$ cat config.mk
export PLATFORM = sky130hd
export DESIGN_NAME = fpnp_special_unit
export DESIGN_NICKNAME = d
export VERILOG_FILES = /design/src/fpnp_special_unit.v
export VERILOG_INCLUDE_DIRS = /design/src
export SDC_FILE = /design/constraint.sdc
export NUM_CORES = 1
export LEC_CHECK = 0
export ABC_AREA = 1
export BUFFER_PORTS_ARGS = -buffer_cell sky130_fd_sc_hd__buf_4
export CORE_AREA = 4 4 144 159
export CTS_BUF_LIST = sky130_fd_sc_hd__clkbuf_2 sky130_fd_sc_hd__clkbuf_4 sky130_fd_sc_hd__clkbuf_8
export DETAILED_ROUTE_END_ITERATION = 7
export DIE_AREA = 0 0 148 163
export HOLD_SLACK_MARGIN = 0.12
export MAX_ROUTING_LAYER = met4
export SYNTH_ARGS = -nofsm -noshare
export SYNTH_HDL_FRONTEND = slang
export SYNTH_SLANG_ARGS = --single-unit
$ cat constraint.sdc
create_clock -name clk -period 7.18 [get_ports clk]
set_input_delay 0.718 -clock clk [delete_from_list [all_inputs] [get_ports clk]]
set_output_delay 0.718 -clock clk [all_outputs]
set_load 0.05 [all_outputs]
$ cat src/fpnp_map.vh
`ifndef FPNP_MAP_VH
`define FPNP_MAP_VH
// single precision field layout
`define FPNP_W 32
`define FPNP_SIGN_BIT 31
`define FPNP_EXP_HI 30
`define FPNP_EXP_LO 23
`define FPNP_FRAC_HI 22
`define FPNP_FRAC_LO 0
`define FPNP_QUIET_BIT 22
`define FPNP_EXP_MAX 8'hff
`define FPNP_EXP_ZERO 8'h00
// default indefinite encoding: value is a parameter default, arbitrary choice
`define FPNP_INDEF_DEFAULT 32'hffc00000
// operation codes
`define FPNP_OP_ADD 3'h0
`define FPNP_OP_SUB 3'h1
`define FPNP_OP_MUL 3'h2
`define FPNP_OP_CMP 3'h3
`define FPNP_OP_UNARY 3'h4
`define FPNP_OP_CMPS 3'h5
// compare result encoding
`define FPNP_CMP_LT 2'h0
`define FPNP_CMP_EQ 2'h1
`define FPNP_CMP_GT 2'h2
`define FPNP_CMP_UN 2'h3
// class codes
`define FPNP_CL_ZERO 3'h0
`define FPNP_CL_DENORM 3'h1
`define FPNP_CL_NORM 3'h2
`define FPNP_CL_INF 3'h3
`define FPNP_CL_QUIET_NOT_A_NUMBER 3'h4
`define FPNP_CL_SIGNALING_NOT_A_NUMBER 3'h5
// pipeline latency from request to result, in cycles
`define FPNP_LATENCY 2
`endif

$ cat src/fpnp_special_unit.v
`timescale 1ns/1ps
`include "fpnp_map.vh"
// How it works
// - max exponent with zero fraction is infinity; sign picks plus or minus.
// - compares order minus infinity below and plus infinity above finites.
// - infinity arithmetic is exact; only invalid uses raise invalid.
// - biased exponent at or above format maximum flags overflow; result signed infinity.
// - max exponent with nonzero fraction is not-a-number, sign ignored.
// - top fraction bit one means quiet, zero means signaling.
// - quiet values pass silently; signaling values raise invalid.
// - no signaling value is ever produced as a result.
// - signaling source with invalid unmasked: exception, no destination write.
// - quiet source on quiet-faulting op, unmasked: exception, no write.
// - masked: signaling result quieted by setting top fraction bit.
// - masked: sticky invalid flag set for signaling or faulting quiet source.
// - masked invalid with no NaN source yields the default indefinite.
// - signaling plus quiet: stack gives quiet; vector gives first, quieted.
// - two signaling: stack gives larger significand; vector gives first; quieted.
// - two quiet: stack gives larger significand; vector gives first unchanged.
// - signaling with ordinary operand gives that value quieted.
// - quiet with ordinary operand passes through unchanged.
// - single operand: signaling is quieted, quiet passes unchanged.
// - one reserved quiet encoding is the default indefinite value.
// - zero exponent with nonzero fraction classifies as denormal.
module fpnp_special_unit #(
  parameter [31:0] INDEF_VALUE = `FPNP_INDEF_DEFAULT
) (
  input wire clk,
  input wire rst,
  input wire reqValid,
  input wire [2:0] reqOp,
  input wire [31:0] srcA,
  input wire [31:0] srcB,
  input wire faultOnQuiet,
  input wire vectorMode,
  input wire invalidMask,
  input wire invalidStickyIn,
  input wire [31:0] coreResult,
  input wire [8:0] coreExp,
  input wire coreInvalid,
  output reg resValid_ff,
  output reg [31:0] result_ff,
  output reg destWrite_ff,
  output reg invalidRaise_ff,
  output reg invalidSticky_ff,
  output reg overflow_ff,
  output reg [1:0] cmpResult_ff,
  output reg [2:0] classA_ff,
  output reg [2:0] classB_ff
);

  function [2:0] classify;
    input [31:0] v;
    begin
      if (v[`FPNP_EXP_HI:`FPNP_EXP_LO] == `FPNP_EXP_MAX) begin
        if (v[`FPNP_FRAC_HI:`FPNP_FRAC_LO] == 23'h000000)
          classify = `FPNP_CL_INF;
        else if (v[`FPNP_QUIET_BIT])
          classify = `FPNP_CL_QUIET_NOT_A_NUMBER;
        else
          classify = `FPNP_CL_SIGNALING_NOT_A_NUMBER;
      end else if (v[`FPNP_EXP_HI:`FPNP_EXP_LO] == `FPNP_EXP_ZERO) begin
        if (v[`FPNP_FRAC_HI:`FPNP_FRAC_LO] == 23'h000000)
          classify = `FPNP_CL_ZERO;
        else
          classify = `FPNP_CL_DENORM;
      end else begin
        classify = `FPNP_CL_NORM;
      end
    end
  endfunction

  function [31:0] quieten;
    input [31:0] v;
    begin
      quieten = v;
      quieten[`FPNP_QUIET_BIT] = 1'b1;
    end
  endfunction

  function isNan;
    input [2:0] c;
    begin
      isNan = (c == `FPNP_CL_QUIET_NOT_A_NUMBER) || (c == `FPNP_CL_SIGNALING_NOT_A_NUMBER);
    end
  endfunction

  // stage 1: classify and register operands
  reg s1Valid_ff;
  reg [2:0] s1Op_ff;
  reg [31:0] s1A_ff;
  reg [31:0] s1B_ff;
  reg [2:0] s1ClA_ff;
  reg [2:0] s1ClB_ff;
  reg s1Fq_ff;
  reg s1Vec_ff;
  reg s1Mask_ff;
  reg [31:0] s1Core_ff;
  reg [8:0] s1CoreExp_ff;
  reg s1CoreInv_ff;

  always @(posedge clk) begin
    if (rst) begin
      s1Valid_ff <= 1'b0;
      s1Op_ff <= 3'h0;
      s1A_ff <= 32'h00000000;
      s1B_ff <= 32'h00000000;
      s1ClA_ff <= 3'h0;
      s1ClB_ff <= 3'h0;
      s1Fq_ff <= 1'b0;
      s1Vec_ff <= 1'b0;
      s1Mask_ff <= 1'b1;
      s1Core_ff <= 32'h00000000;
      s1CoreExp_ff <= 9'h000;
      s1CoreInv_ff <= 1'b0;
    end else begin
      s1Valid_ff <= reqValid;
      s1Op_ff <= reqOp;
      s1A_ff <= srcA;
      s1B_ff <= srcB;
      s1ClA_ff <= classify(srcA);
      s1ClB_ff <= classify(srcB);
      s1Fq_ff <= faultOnQuiet;
      s1Vec_ff <= vectorMode;
      s1Mask_ff <= invalidMask;
      s1Core_ff <= coreResult;
      s1CoreExp_ff <= coreExp;
      s1CoreInv_ff <= coreInvalid;
    end
  end

  // stage 2: select result
  wire unary = (s1Op_ff == `FPNP_OP_UNARY);
  wire isCmp = (s1Op_ff == `FPNP_OP_CMP) || (s1Op_ff == `FPNP_OP_CMPS);
  wire fq = s1Fq_ff || (s1Op_ff == `FPNP_OP_CMPS);
  wire nanA = isNan(s1ClA_ff);
  wire nanB = !unary && isNan(s1ClB_ff);
  wire snA = (s1ClA_ff == `FPNP_CL_SIGNALING_NOT_A_NUMBER);
  wire snB = !unary && (s1ClB_ff == `FPNP_CL_SIGNALING_NOT_A_NUMBER);
  wire qnA = (s1ClA_ff == `FPNP_CL_QUIET_NOT_A_NUMBER);
  wire qnB = !unary && (s1ClB_ff == `FPNP_CL_QUIET_NOT_A_NUMBER);
  wire infA = (s1ClA_ff == `FPNP_CL_INF);
  wire infB = (s1ClB_ff == `FPNP_CL_INF);
  wire zA = (s1ClA_ff == `FPNP_CL_ZERO);
  wire zB = (s1ClB_ff == `FPNP_CL_ZERO);
  // operand-based invalid cases on infinities
  wire infInvalid = ((s1Op_ff == `FPNP_OP_ADD) && infA && infB &&
                     (s1A_ff[31] != s1B_ff[31])) ||
                    ((s1Op_ff == `FPNP_OP_SUB) && infA && infB &&
                     (s1A_ff[31] == s1B_ff[31])) ||
                    ((s1Op_ff == `FPNP_OP_MUL) &&
                     ((infA && zB) || (zA && infB)));
  wire nanInvalid = snA || snB || (fq && (qnA || qnB));
  wire anyInvalid = nanInvalid || infInvalid || s1CoreInv_ff;
  wire aLarger = (s1A_ff[22:0] >= s1B_ff[22:0]);

  reg [31:0] nxt_result;
  reg [1:0] nxt_cmp;
  reg [31:0] magA;
  reg [31:0] magB;
  always @* begin
    magA = 32'h00000000;
    magB = 32'h00000000;
    nxt_result = s1Core_ff;
    if (nanA && nanB) begin
      if (s1Vec_ff)
        nxt_result = quieten(s1A_ff);
      else if (snA && qnB)
        nxt_result = s1B_ff;
      else if (qnA && snB)
        nxt_result = s1A_ff;
      else if (aLarger)
        nxt_result = quieten(s1A_ff);
      else
        nxt_result = quieten(s1B_ff);
    end else if (nanA) begin
      nxt_result = quieten(s1A_ff);
    end else if (nanB) begin
      nxt_result = quieten(s1B_ff);
    end else if (infInvalid || s1CoreInv_ff) begin
      nxt_result = INDEF_VALUE;
    end else if (s1CoreExp_ff > {1'b0, `FPNP_EXP_MAX} - 9'h001) begin
      nxt_result = {s1Core_ff[31], `FPNP_EXP_MAX, 23'h000000};
    end
    // affine ordering; sign-magnitude mapped to ordered key
    magA = s1A_ff[31] ? ~s1A_ff : {1'b1, s1A_ff[30:0]};
    magB = s1B_ff[31] ? ~s1B_ff : {1'b1, s1B_ff[30:0]};
    if (nanA || nanB)
      nxt_cmp = `FPNP_CMP_UN;
    else if ((zA && zB) || (magA == magB))
      nxt_cmp = `FPNP_CMP_EQ;
    else if (magA < magB)
      nxt_cmp = `FPNP_CMP_LT;
    else
      nxt_cmp = `FPNP_CMP_GT;
  end

  always @(posedge clk) begin
    if (rst) begin
      resValid_ff <= 1'b0;
      result_ff <= 32'h00000000;
      destWrite_ff <= 1'b0;
      invalidRaise_ff <= 1'b0;
      invalidSticky_ff <= 1'b0;
      overflow_ff <= 1'b0;
      cmpResult_ff <= `FPNP_CMP_EQ;
      classA_ff <= 3'h0;
      classB_ff <= 3'h0;
    end else begin
      resValid_ff <= s1Valid_ff;
      result_ff <= nxt_result;
      classA_ff <= s1ClA_ff;
      classB_ff <= s1ClB_ff;
      cmpResult_ff <= nxt_cmp;
      overflow_ff <= s1Valid_ff && !nanA && !nanB && !isCmp &&
                     (s1CoreExp_ff >= {1'b0, `FPNP_EXP_MAX});
      // unmasked invalid suppresses the write
      destWrite_ff <= s1Valid_ff && !(anyInvalid && !s1Mask_ff);
      invalidRaise_ff <= s1Valid_ff && anyInvalid && !s1Mask_ff;
      // sticky is an or onto the incoming flag, so a set is never lost
      invalidSticky_ff <= invalidStickyIn ||
                          (s1Valid_ff && anyInvalid && s1Mask_ff);
    end
  end

endmodule

==> results of run 1 <==
-- routing by layer --
metal  routed length (um)  up-vias  global-route usage, %
met5                    0        -                      -
met4                  480        0                   7.60
met3                 1380       39                   3.81
met2                11000      247                   32.3
met1                10100     3399                   24.1
li1                     -     3917                      -
-- worst max-delay path by stage --
stage                                from                          end  slack, ns  cells after the start
floorplan           s1B_ff[31]$_SDFF_PP0_   cmpResult_ff[1]$_SDFF_PP0_       4.92                     10
global placement    s1A_ff[31]$_SDFF_PP0_  invalidSticky_ff$_SDFF_PP0_       4.17                     10
detailed placement  s1A_ff[31]$_SDFF_PP0_  invalidSticky_ff$_SDFF_PP0_       4.08                     10
CTS                 s1A_ff[31]$_SDFF_PP0_  invalidSticky_ff$_SDFF_PP0_       4.07                     10
global route        s1A_ff[31]$_SDFF_PP0_     result_ff[29]$_SDFF_PP0_       3.77                     13
finish              s1A_ff[31]$_SDFF_PP0_     result_ff[29]$_SDFF_PP0_       4.06                     13
-- cells by family (layout without fill, tap and decap cells) --
kind of cell / Yosys count / after routing / share of synthesized area (%)
buffers and inverters: 274 / 413 / 12.6
adder cells (fa/ha/maj): 55 / 55 / 8.19
AO/OA/AOI/OAI: 103 / 103 / 7.09
flip-flops: 164 / 164 / 39.1
XOR/XNOR: 62 / 62 / 6.46
AND/OR/NAND/NOR: 508 / 508 / 26.5
-- power by group --
group | total, mW | internal (mW) | switching [mW]
logic | 0.369 | 0.154 | 0.215
registers | 1.00 | 0.955 | 0.0461
clock network | 0.642 | 0.256 | 0.386
-- registers in the layout, indices dropped and copies added, names as in the netlist --
signal / count
s1Valid_ff: 1
invalidRaise_ff: 1
overflow_ff: 1
result_ff: 32
s1Core_ff: 32
s1Mask_ff: 1
s1Fq_ff: 1
s1CoreExp_ff: 9
resValid_ff: 1
classB_ff: 3
invalidSticky_ff: 1
s1A_ff: 32
s1CoreInv_ff: 1
s1B_ff: 32
destWrite_ff: 1
s1ClB_ff: 3
s1Op_ff: 3
s1Vec_ff: 1
s1ClA_ff: 3
classA_ff: 3
cmpResult_ff: 2
-- cells in the final DEF (no fill, tap or decap), types with 3 or more instances in the layout --
master	Yosys	final
nand3_1	118	118
inv_8	0	3
inv_1	212	212
o211ai_1	11	11
buf_4	3	164
clkbuf_8	0	17
xnor2_1	31	31
ha_1	55	55
a31oi_1	22	22
xor2_1	31	31
nand2_2	4	4
o21ai_1	20	20
inv_2	4	4
dfxtp_1	164	162
inv_6	0	8
nor2_2	4	5
nand2_1	151	151
nor2_1	173	172
nand4_1	23	23
o21ai_0	7	7
a211oi_1	3	3
nor4_1	11	11
a21oi_1	34	34
nor3_1	15	15
nand2_4	3	3
-- worst reg2reg max path, delay by kind of cell, from the launching register on --
kind                       cells  cell delay (ns)
AOI/OAI and AO/OA              3             0.35
adders and majority gates      1             0.41
buffers and inverters          3             0.44
DFF                            1             0.98
and+or+nand+nor                6             0.90
-- through the flow --
stage | instance area [um2] | cells | util (%) | hold slack (ns)
final | 10100 | 1595 | 47.5 | 0.422
after global placement | 9760 | 1563 | 45.8 | 0.440
after global routing | 10100 | 1595 | 47.5 | 0.385
after CTS | 10100 | 1595 | 47.5 | 0.386
after detailed placement | 9760 | 1563 | 45.8 | 0.446
after floorplan | 8400 | 1166 | - | 0.422
-- layout make-up --
| class | instances | area, um2 |
|---|---|---|
| fillers | 2248 | 11200 |
| clock inverters | 15 | 138 |
| repair buffers | 164 | 1230 |
| flip-flops and latches | 164 | 3290 |
| inverters | 217 | 817 |
| clock buffers | 17 | 234 |
| well taps | 290 | 363 |
| multi-input cells | 728 | 4060 |
==> results.ini, run 1 <==
[synth]
synth.distinct_cells=37
synth_warnings=0
ys_seq_elements=164
syn_nets=1337
ys_top_cells_by_count=inv_1, nor2_1, dfxtp_1
syn_area_mm2=0.00840
yosysMostFrequentCell=inv_1
avgSynthCellArea_um2=7.20
syn_inst=1166
async_flop_share_pct=0
synth_edf_count=0
yosysSeqAreaShare_pct=39.1
synthTopCellsByArea=dfxtp_1, inv_1, ha_1
yosysTopAreaCell=dfxtp_1
synth_top_area_share_pct=39.1
yosys_most_used_dff=dfxtp_1

[sta]
skew_ns=0.0193
rsz0062_at_grt=no
drv_slew=0
hold_viol=0
fmax_mhz=320
relSlewSlack_pct=27.4
setup_viol=0
finalWorstSetupSlack_ns=4.06
period_share_pct=43.5
tns_ns=0
tightest_slew_ns=1.09
min_period_ns=3.12

[placement]
io_buffers=160
dp_hpwl_um=16600
gp_congestion=0.828
dp_worst_setup_slack_ns=4.08

[route]
ant_nets=0
drc=0
drt-total-wl_um=22900
vias=7602
via_per_inst=4.77
wire_per_inst_um=14.4
drt-pass1-iter-count=5
initialDrtViolationCount=431

[clocking]
cts_tree=yes
clkLatencyLatePin_ns=0.48
post_cts_buffers=0
htreeDepth=4
cts.sinks=164
hold_buffers=0
cts_resized=0
cts_buffers=17
clk_pin_slew_worst_paths_ns=0.10
clock_path_buffers=2
cts_root_buf=clkbuf_8

[worst_hold_path]
whs_endpoint=s1Mask_ff$_SDFF_PP1_
hold_path_class=in2reg
min_path_cells=2
hold_start=invalidMask

[critical_path]
r2r_start=s1A_ff[31]$_SDFF_PP0_
cp.required_ns=7.60
reg2reg_slack_ns=4.06
path_cells=inv_1, ha_1, nand2_1, o211ai_1, nand2_1, nand4_1, nand2_2, inv_2, nand2_1, o211ai_1, a21oi_1, nand2_1, inv_1
crit_type=reg2reg
critPathArrivalTime_ns=3.54
end_kind=register
crit_top_cell=nand2_1
reg2reg_to=result_ff[29]$_SDFF_PP0_
cp-start-kind=register
r2r_cells=13
cpPeakStageDelay_ns=0.98
worst-path-buf-inv=3
cp_max_fo=33
crit_family=flip-flops
cpMaxStageDelayCell=dfxtp_2

[floorplan]
coreArea_mm2=0.0213
chipWidth_um=148
ioPinCount=161
chipHeight_um=163
dieArea_mm2=0.0241
rows=56
initial_utilization_pct=39.4

[global_route]
gr-usage-all-layers_pct=19.7
grt.overflow.total=0
grt_pass1_vias=7449
antenna_found_initial=0
grt_max_degree=98
grt_pass1_wl_um=37000

[final_layout]
layout.nets=1463
drive_above_1_share_pct=16.8
n_antenna_cell=0
area_growth_pct=20.6

[power]
ir_drop_mv=0.100
p_per_area_mw_per_mm2=199
total_power_mw=2.01
p_leak_nw=5.13

[flow_run]
max-cap-violations=0

[status]
status=complete, no violations

No activity file was read; power rests on OpenSTA's default activity.
==> run 2, diff against run 1 <==
--- a/config.mk
+++ b/config.mk
@@ -6,12 +6,12 @@
 export SDC_FILE = /design/constraint.sdc
 export NUM_CORES = 1
 export LEC_CHECK = 0
-export ABC_AREA = 1
+export ABC_AREA = 0
 export BUFFER_PORTS_ARGS = -buffer_cell sky130_fd_sc_hd__buf_4
-export CORE_AREA = 4 4 144 159
+export CORE_AREA = 4 4 138 153
 export CTS_BUF_LIST = sky130_fd_sc_hd__clkbuf_2 sky130_fd_sc_hd__clkbuf_4 sky130_fd_sc_hd__clkbuf_8
 export DETAILED_ROUTE_END_ITERATION = 7
-export DIE_AREA = 0 0 148 163
+export DIE_AREA = 0 0 142 157
 export HOLD_SLACK_MARGIN = 0.12
 export MAX_ROUTING_LAYER = met4
 export SYNTH_ARGS = -nofsm -noshare
==> constraint.sdc (replaced) <==
create_clock -name clk -period 2.96 [get_ports clk]
set_input_delay 0.296 -clock clk [delete_from_list [all_inputs] [get_ports clk]]
set_output_delay 0.296 -clock clk [all_outputs]
set_load 0.05 [all_outputs]
==> results.ini, run 2 <==
[final_layout]
layout.nets=1264
area_growth_pct=39.7
utilization_pct=54.6
layout_commonest_cell=buf_4
drive_above_1_share_pct=19.9
layout_common_cells=buf_4, dfxtp_1, nor2b_1
design_area_mm2=0.0107

[synth]
async_flop_share_pct=0
syn_area_mm2=0.00768
synthTopCellsByArea=dfxtp_1, nor2b_1, ha_1
yosysMostFrequentCell=dfxtp_1
synth_warnings=0
yosysSeqAreaShare_pct=42.8
synth.distinct_cells=49
syn_nets=998
avgSynthCellArea_um2=9.28
syn_inst=827
yosys_most_used_dff=dfxtp_1
synth_top_area_share_pct=42.8
synth_edf_count=0
ys_seq_elements=164
yosysTopAreaCell=dfxtp_1
ys_top_cells_by_count=dfxtp_1, nor2b_1, a21oi_1

[placement]
io_buffers=160
gp_congestion=0.837
dp_hpwl_um=15000
dp_worst_setup_slack_ns=0.299
detailed_place.area_mm2=0.00921

[power]
p_per_area_mw_per_mm2=464
p_leak_nw=4.63
ir_drop_mv=0.294

[global_route]
antenna_found_initial=0
grt.overflow.total=0
grt_max_degree=66
gr-usage-all-layers_pct=20.1
grt_pass1_wl_um=34500
grt_pass1_vias=6848

[critical_path]
cpMaxStageDelayCell=a2111oi_4
path_cells=inv_1, ha_1, a211oi_1, nor2_1, o31ai_1, nand2_1, a2111oi_4, buf_12, mux2i_1, o22ai_1
cp-start-kind=register
critPathArrivalTime_ns=3.00
cp_max_fo=18
cp.required_ns=3.27
end_kind=register
crit_family=compound AO/OA/AOI/OAI gates
crit_type=reg2reg
worst-path-buf-inv=2
cpPeakStageDelay_ns=0.51

[floorplan]
chipWidth_um=142
chipHeight_um=157
dieArea_mm2=0.0223
initial_utilization_pct=39.1
rows=54
coreArea_mm2=0.0197
ioPinCount=161

[sta]
setup_viol=0
hold_viol=0
rsz0062_at_grt=no
relSlewSlack_pct=53.2
skew_ns=0.0141
period_share_pct=90.6
tightest_slew_ns=0.701
whs_ns=0.361
finalWorstSetupSlack_ns=0.277
fmax_mhz=373
min_period_ns=2.68
tns_ns=0
drv_slew=0

[clocking]
clock_path_buffers=2
cts_tree=yes
cts_resized=0
cts.sinks=164
cts_root_buf=clkbuf_8
clkLatencyLatePin_ns=0.46
htreeDepth=4
cts_buffers=17
clk_pin_slew_worst_paths_ns=0.09

[status]
status=complete, no violations

[route]
drt-pass1-iter-count=5
drc=0
initialDrtViolationCount=281
wire_per_inst_um=15.8
vias=6632
ant_nets=0
drt-total-wl_um=21400
via_per_inst=4.88

[worst_hold_path]
hold_path_class=in2reg

[flow_run]
max-cap-violations=0

==> run 2: power by group <==
| group | switching (mW) | total, mW | internal, mW | leakage (nW) |
|---|---|---|---|---|
| combinational | 0.479 | 1.01 | 0.531 | 3.08 |
| sequential | 0.0927 | 2.41 | 2.32 | 1.36 |
| clock | 0.857 | 1.56 | 0.707 | 0.187 |
==> run 2: worst paths after layout <==
kind | slack, ns | start | cells past startpoint | to
max | 0.28 | s1B_ff[4]$_SDFF_PP0_ | 10 | result_ff[30]$_SDFF_PP0_
min | 0.36 | rst | 2 | s1CoreExp_ff[2]$_SDFF_PP0_
max reg2reg | 0.28 | s1B_ff[4]$_SDFF_PP0_ | 10 | result_ff[30]$_SDFF_PP0_
min reg2reg | 0.47 | s1Mask_ff$_SDFF_PP1_ | 1 | invalidRaise_ff$_SDFF_PP0_
==> run 2: final cells by class <==
class | count | area [um2]
Clock buffer | 19 | 255
Fill cell | 1760 | 8930
Tap cell | 252 | 315
Inverter | 30 | 113
Antenna cell | 2 | 5.00
Multi-Input combinational cell | 591 | 4100
Timing Repair Buffer | 289 | 2530
Sequential cell | 164 | 3290
Clock inverter | 12 | 120
==> run 2: routing by layer <==
layer  global-route usage, %  wire length [um]  up-vias
li1                        -                 -     3386
met1                    24.4              9590     3050
met2                    33.9             10500      167
met3                    3.98               930       29
met4                    6.12               353        0
met5                       -                 0        -
==> run 2: what timing repair did <==
action	4_1_cts	5_1_grt
hold buffers	112	2
endpoints found under the hold margin	112	2
setup buffers	0	0
==> run 2: logic make-up (layout without fill, tap and decap cells) <==
| kind of cell | after synthesis | after routing | synth area share [%] |
|---|---|---|---|
| adder cells (fa/ha/maj) | 55 | 55 | 8.96 |
| other | 0 | 2 | 0 |
| AO/OA/AOI/OAI | 180 | 180 | 13.1 |
| flip-flops | 164 | 164 | 42.8 |
| XOR/XNOR | 64 | 64 | 7.30 |
| buffers and inverters | 72 | 350 | 3.83 |
| AND/OR/NAND/NOR | 261 | 261 | 20.0 |
| multiplexers | 31 | 31 | 4.04 |
==> run 2: stage by stage <==
stage / std cells / power, mW
2_1_floorplan: 827 / 3.01
3_3_place_gp: 1212 / 3.35
3_5_place_dp: 1212 / 3.35
4_1_cts: 1355 / 5.03
5_1_grt: 1357 / 5.26
6_report: 1359 / 4.98
==> run 2: worst register-to-register path, delay by kind of cell, from the launching register on <==
kind	cells	cell delay [ns]
AO/OA/AOI/OAI	4	1.11
flip-flops	1	0.40
buffers and inverters	2	0.32
adder cells (fa/ha/maj)	1	0.29
AND/OR/NAND/NOR	2	0.21
multiplexers	1	0.20
==> run 3, diff against run 2 <==
--- a/config.mk
+++ b/config.mk
@@ -14,6 +14,7 @@
 export DIE_AREA = 0 0 142 157
 export HOLD_SLACK_MARGIN = 0.12
 export MAX_ROUTING_LAYER = met4
+export SETUP_SLACK_MARGIN = 0.4
 export SYNTH_ARGS = -nofsm -noshare
 export SYNTH_HDL_FRONTEND = slang
 export SYNTH_SLANG_ARGS = --single-unit
==> constraint.sdc (replaced) <==
create_clock -name clk -period 3.1 [get_ports clk]
set_input_delay 0.31 -clock clk [delete_from_list [all_inputs] [get_ports clk]]
set_output_delay 0.31 -clock clk [all_outputs]
set_load 0.05 [all_outputs]
==> results.ini, run 3 (synthesis gave the netlist of run 2 again) <==
[final_layout]
layout_common_cells=buf_4, dfxtp_1, nor2b_1
n_antenna_cell=0
drive_above_1_share_pct=20.7
layout_commonest_cell=buf_4
layout.nets=1263
area_growth_pct=39.5

[placement]
dp_worst_setup_slack_ns=0.477
gp_congestion=0.831
dp_hpwl_um=15100
io_buffers=160

[critical_path]
critPathArrivalTime_ns=2.84
worst-path-buf-inv=3
cp-start-kind=register
cpPeakStageDelay_ns=0.48
cp_max_fo=11
crit_type=reg2reg
cp.required_ns=3.40
end_kind=register
cpMaxStageDelayCell=dfxtp_1
path_cells=inv_1, ha_1, nand4_1, a21oi_1, o31ai_2, nand2_1, a2111oi_4, buf_4, buf_12, mux2i_1, o22ai_1
crit_family=compound AO/OA/AOI/OAI gates

[global_route]
grt_use_met1_pct=24.6
grt_pass1_wl_um=33900
grt.overflow.total=0
use_met3_pct=3.34
antenna_found_initial=0
grt_util_met2_pct=33.0
grt_max_degree=74
grt_pass1_vias=6692
grt.busiest_layer=met2
gr-usage-all-layers_pct=19.8

[route]
wire_per_inst_um=15.9
drt-total-wl_um=21600
initialDrtViolationCount=274
vias=6672
ant_nets=0
drt-pass1-iter-count=5
drc=0
via_per_inst=4.92

[sta]
rsz0062_at_grt=yes
hold_viol=0
relSlewSlack_pct=50.0
drv_slew=0
fmax_mhz=393
period_share_pct=82.0
tns_ns=0
skew_ns=0.0130
finalWorstSetupSlack_ns=0.557
tightest_slew_ns=0.750
min_period_ns=2.54
setup_viol=0

[clocking]
clk_pin_slew_worst_paths_ns=0.09
clkLatencyLatePin_ns=0.45
cts_tree=yes
htreeDepth=4
cts.sinks=164
cts_buffers=17
clock_path_buffers=2
cts_root_buf=clkbuf_8

[worst_hold_path]
hold_path_class=in2reg

[floorplan]
rows=54
coreArea_mm2=0.0197
chipWidth_um=142
chipHeight_um=157
ioPinCount=161
dieArea_mm2=0.0223
initial_utilization_pct=39.1

[status]
status=complete, no violations

[power]
ir_drop_mv=0.255
p_per_area_mw_per_mm2=457
p_leak_nw=4.64

[flow_run]
max-cap-violations=0

run 3: layer usage:
layer / share of wire [%] / vias up
li1: - / 3383
met1: 45 / 3096
met2: 49 / 172
met3: 4.2 / 21
met4: 2.0 / 0
met5: 0 / -
run 3: layout make-up:
type / instances / area (um2)
Inverter: 30 / 113
Tap cell: 252 / 315
Fill cell: 1836 / 8950
Clock buffer: 20 / 256
Sequential cell: 164 / 3290
Clock inverter: 11 / 151
Multi-Input combinational cell: 591 / 4120
Timing Repair Buffer: 288 / 2470
run 3: what timing repair did:
action,CTS,global route
setup endpoints to repair,0,32
hold buffers,108,0
setup buffers,0,2
endpoints found under the hold margin,108,0
gates resized for setup,0,6
run 3: report_power, final:
group / switching (mW) / leakage (nW) / internal [mW]
Combinational: 0.462 / 3.07 / 0.505
Sequential: 0.0934 / 1.36 / 2.21
Clock: 0.797 / 0.208 / 0.827
Total: 1.35 / 4.64 / 3.54
run 3: path summary, 6_finish.rpt:
path	from	endpoint	slack, ns	cells past startpoint
max reg2reg	s1B_ff[6]$_SDFF_PP0_	result_ff[30]$_SDFF_PP0_	0.56	11
max	s1B_ff[6]$_SDFF_PP0_	result_ff[30]$_SDFF_PP0_	0.56	11
min reg2reg	s1Mask_ff$_SDFF_PP1_	invalidRaise_ff$_SDFF_PP0_	0.46	1
min	srcB[4]	s1B_ff[4]$_SDFF_PP0_	0.14	2
run 3: through the flow:
stage	std cells	total power [mW]	util [%]	cell area [um2]	hold WS [ns]
final	1356	4.89	54.5	10700	0.144
after global routing	1356	5.14	54.5	10700	0.125
after CTS	1353	4.92	54.2	10600	0.123
after detailed placement	1214	3.19	46.6	9160	0.449
after global placement	1214	3.18	46.6	9160	0.441
after floorplan	827	2.88	-	7680	0.414
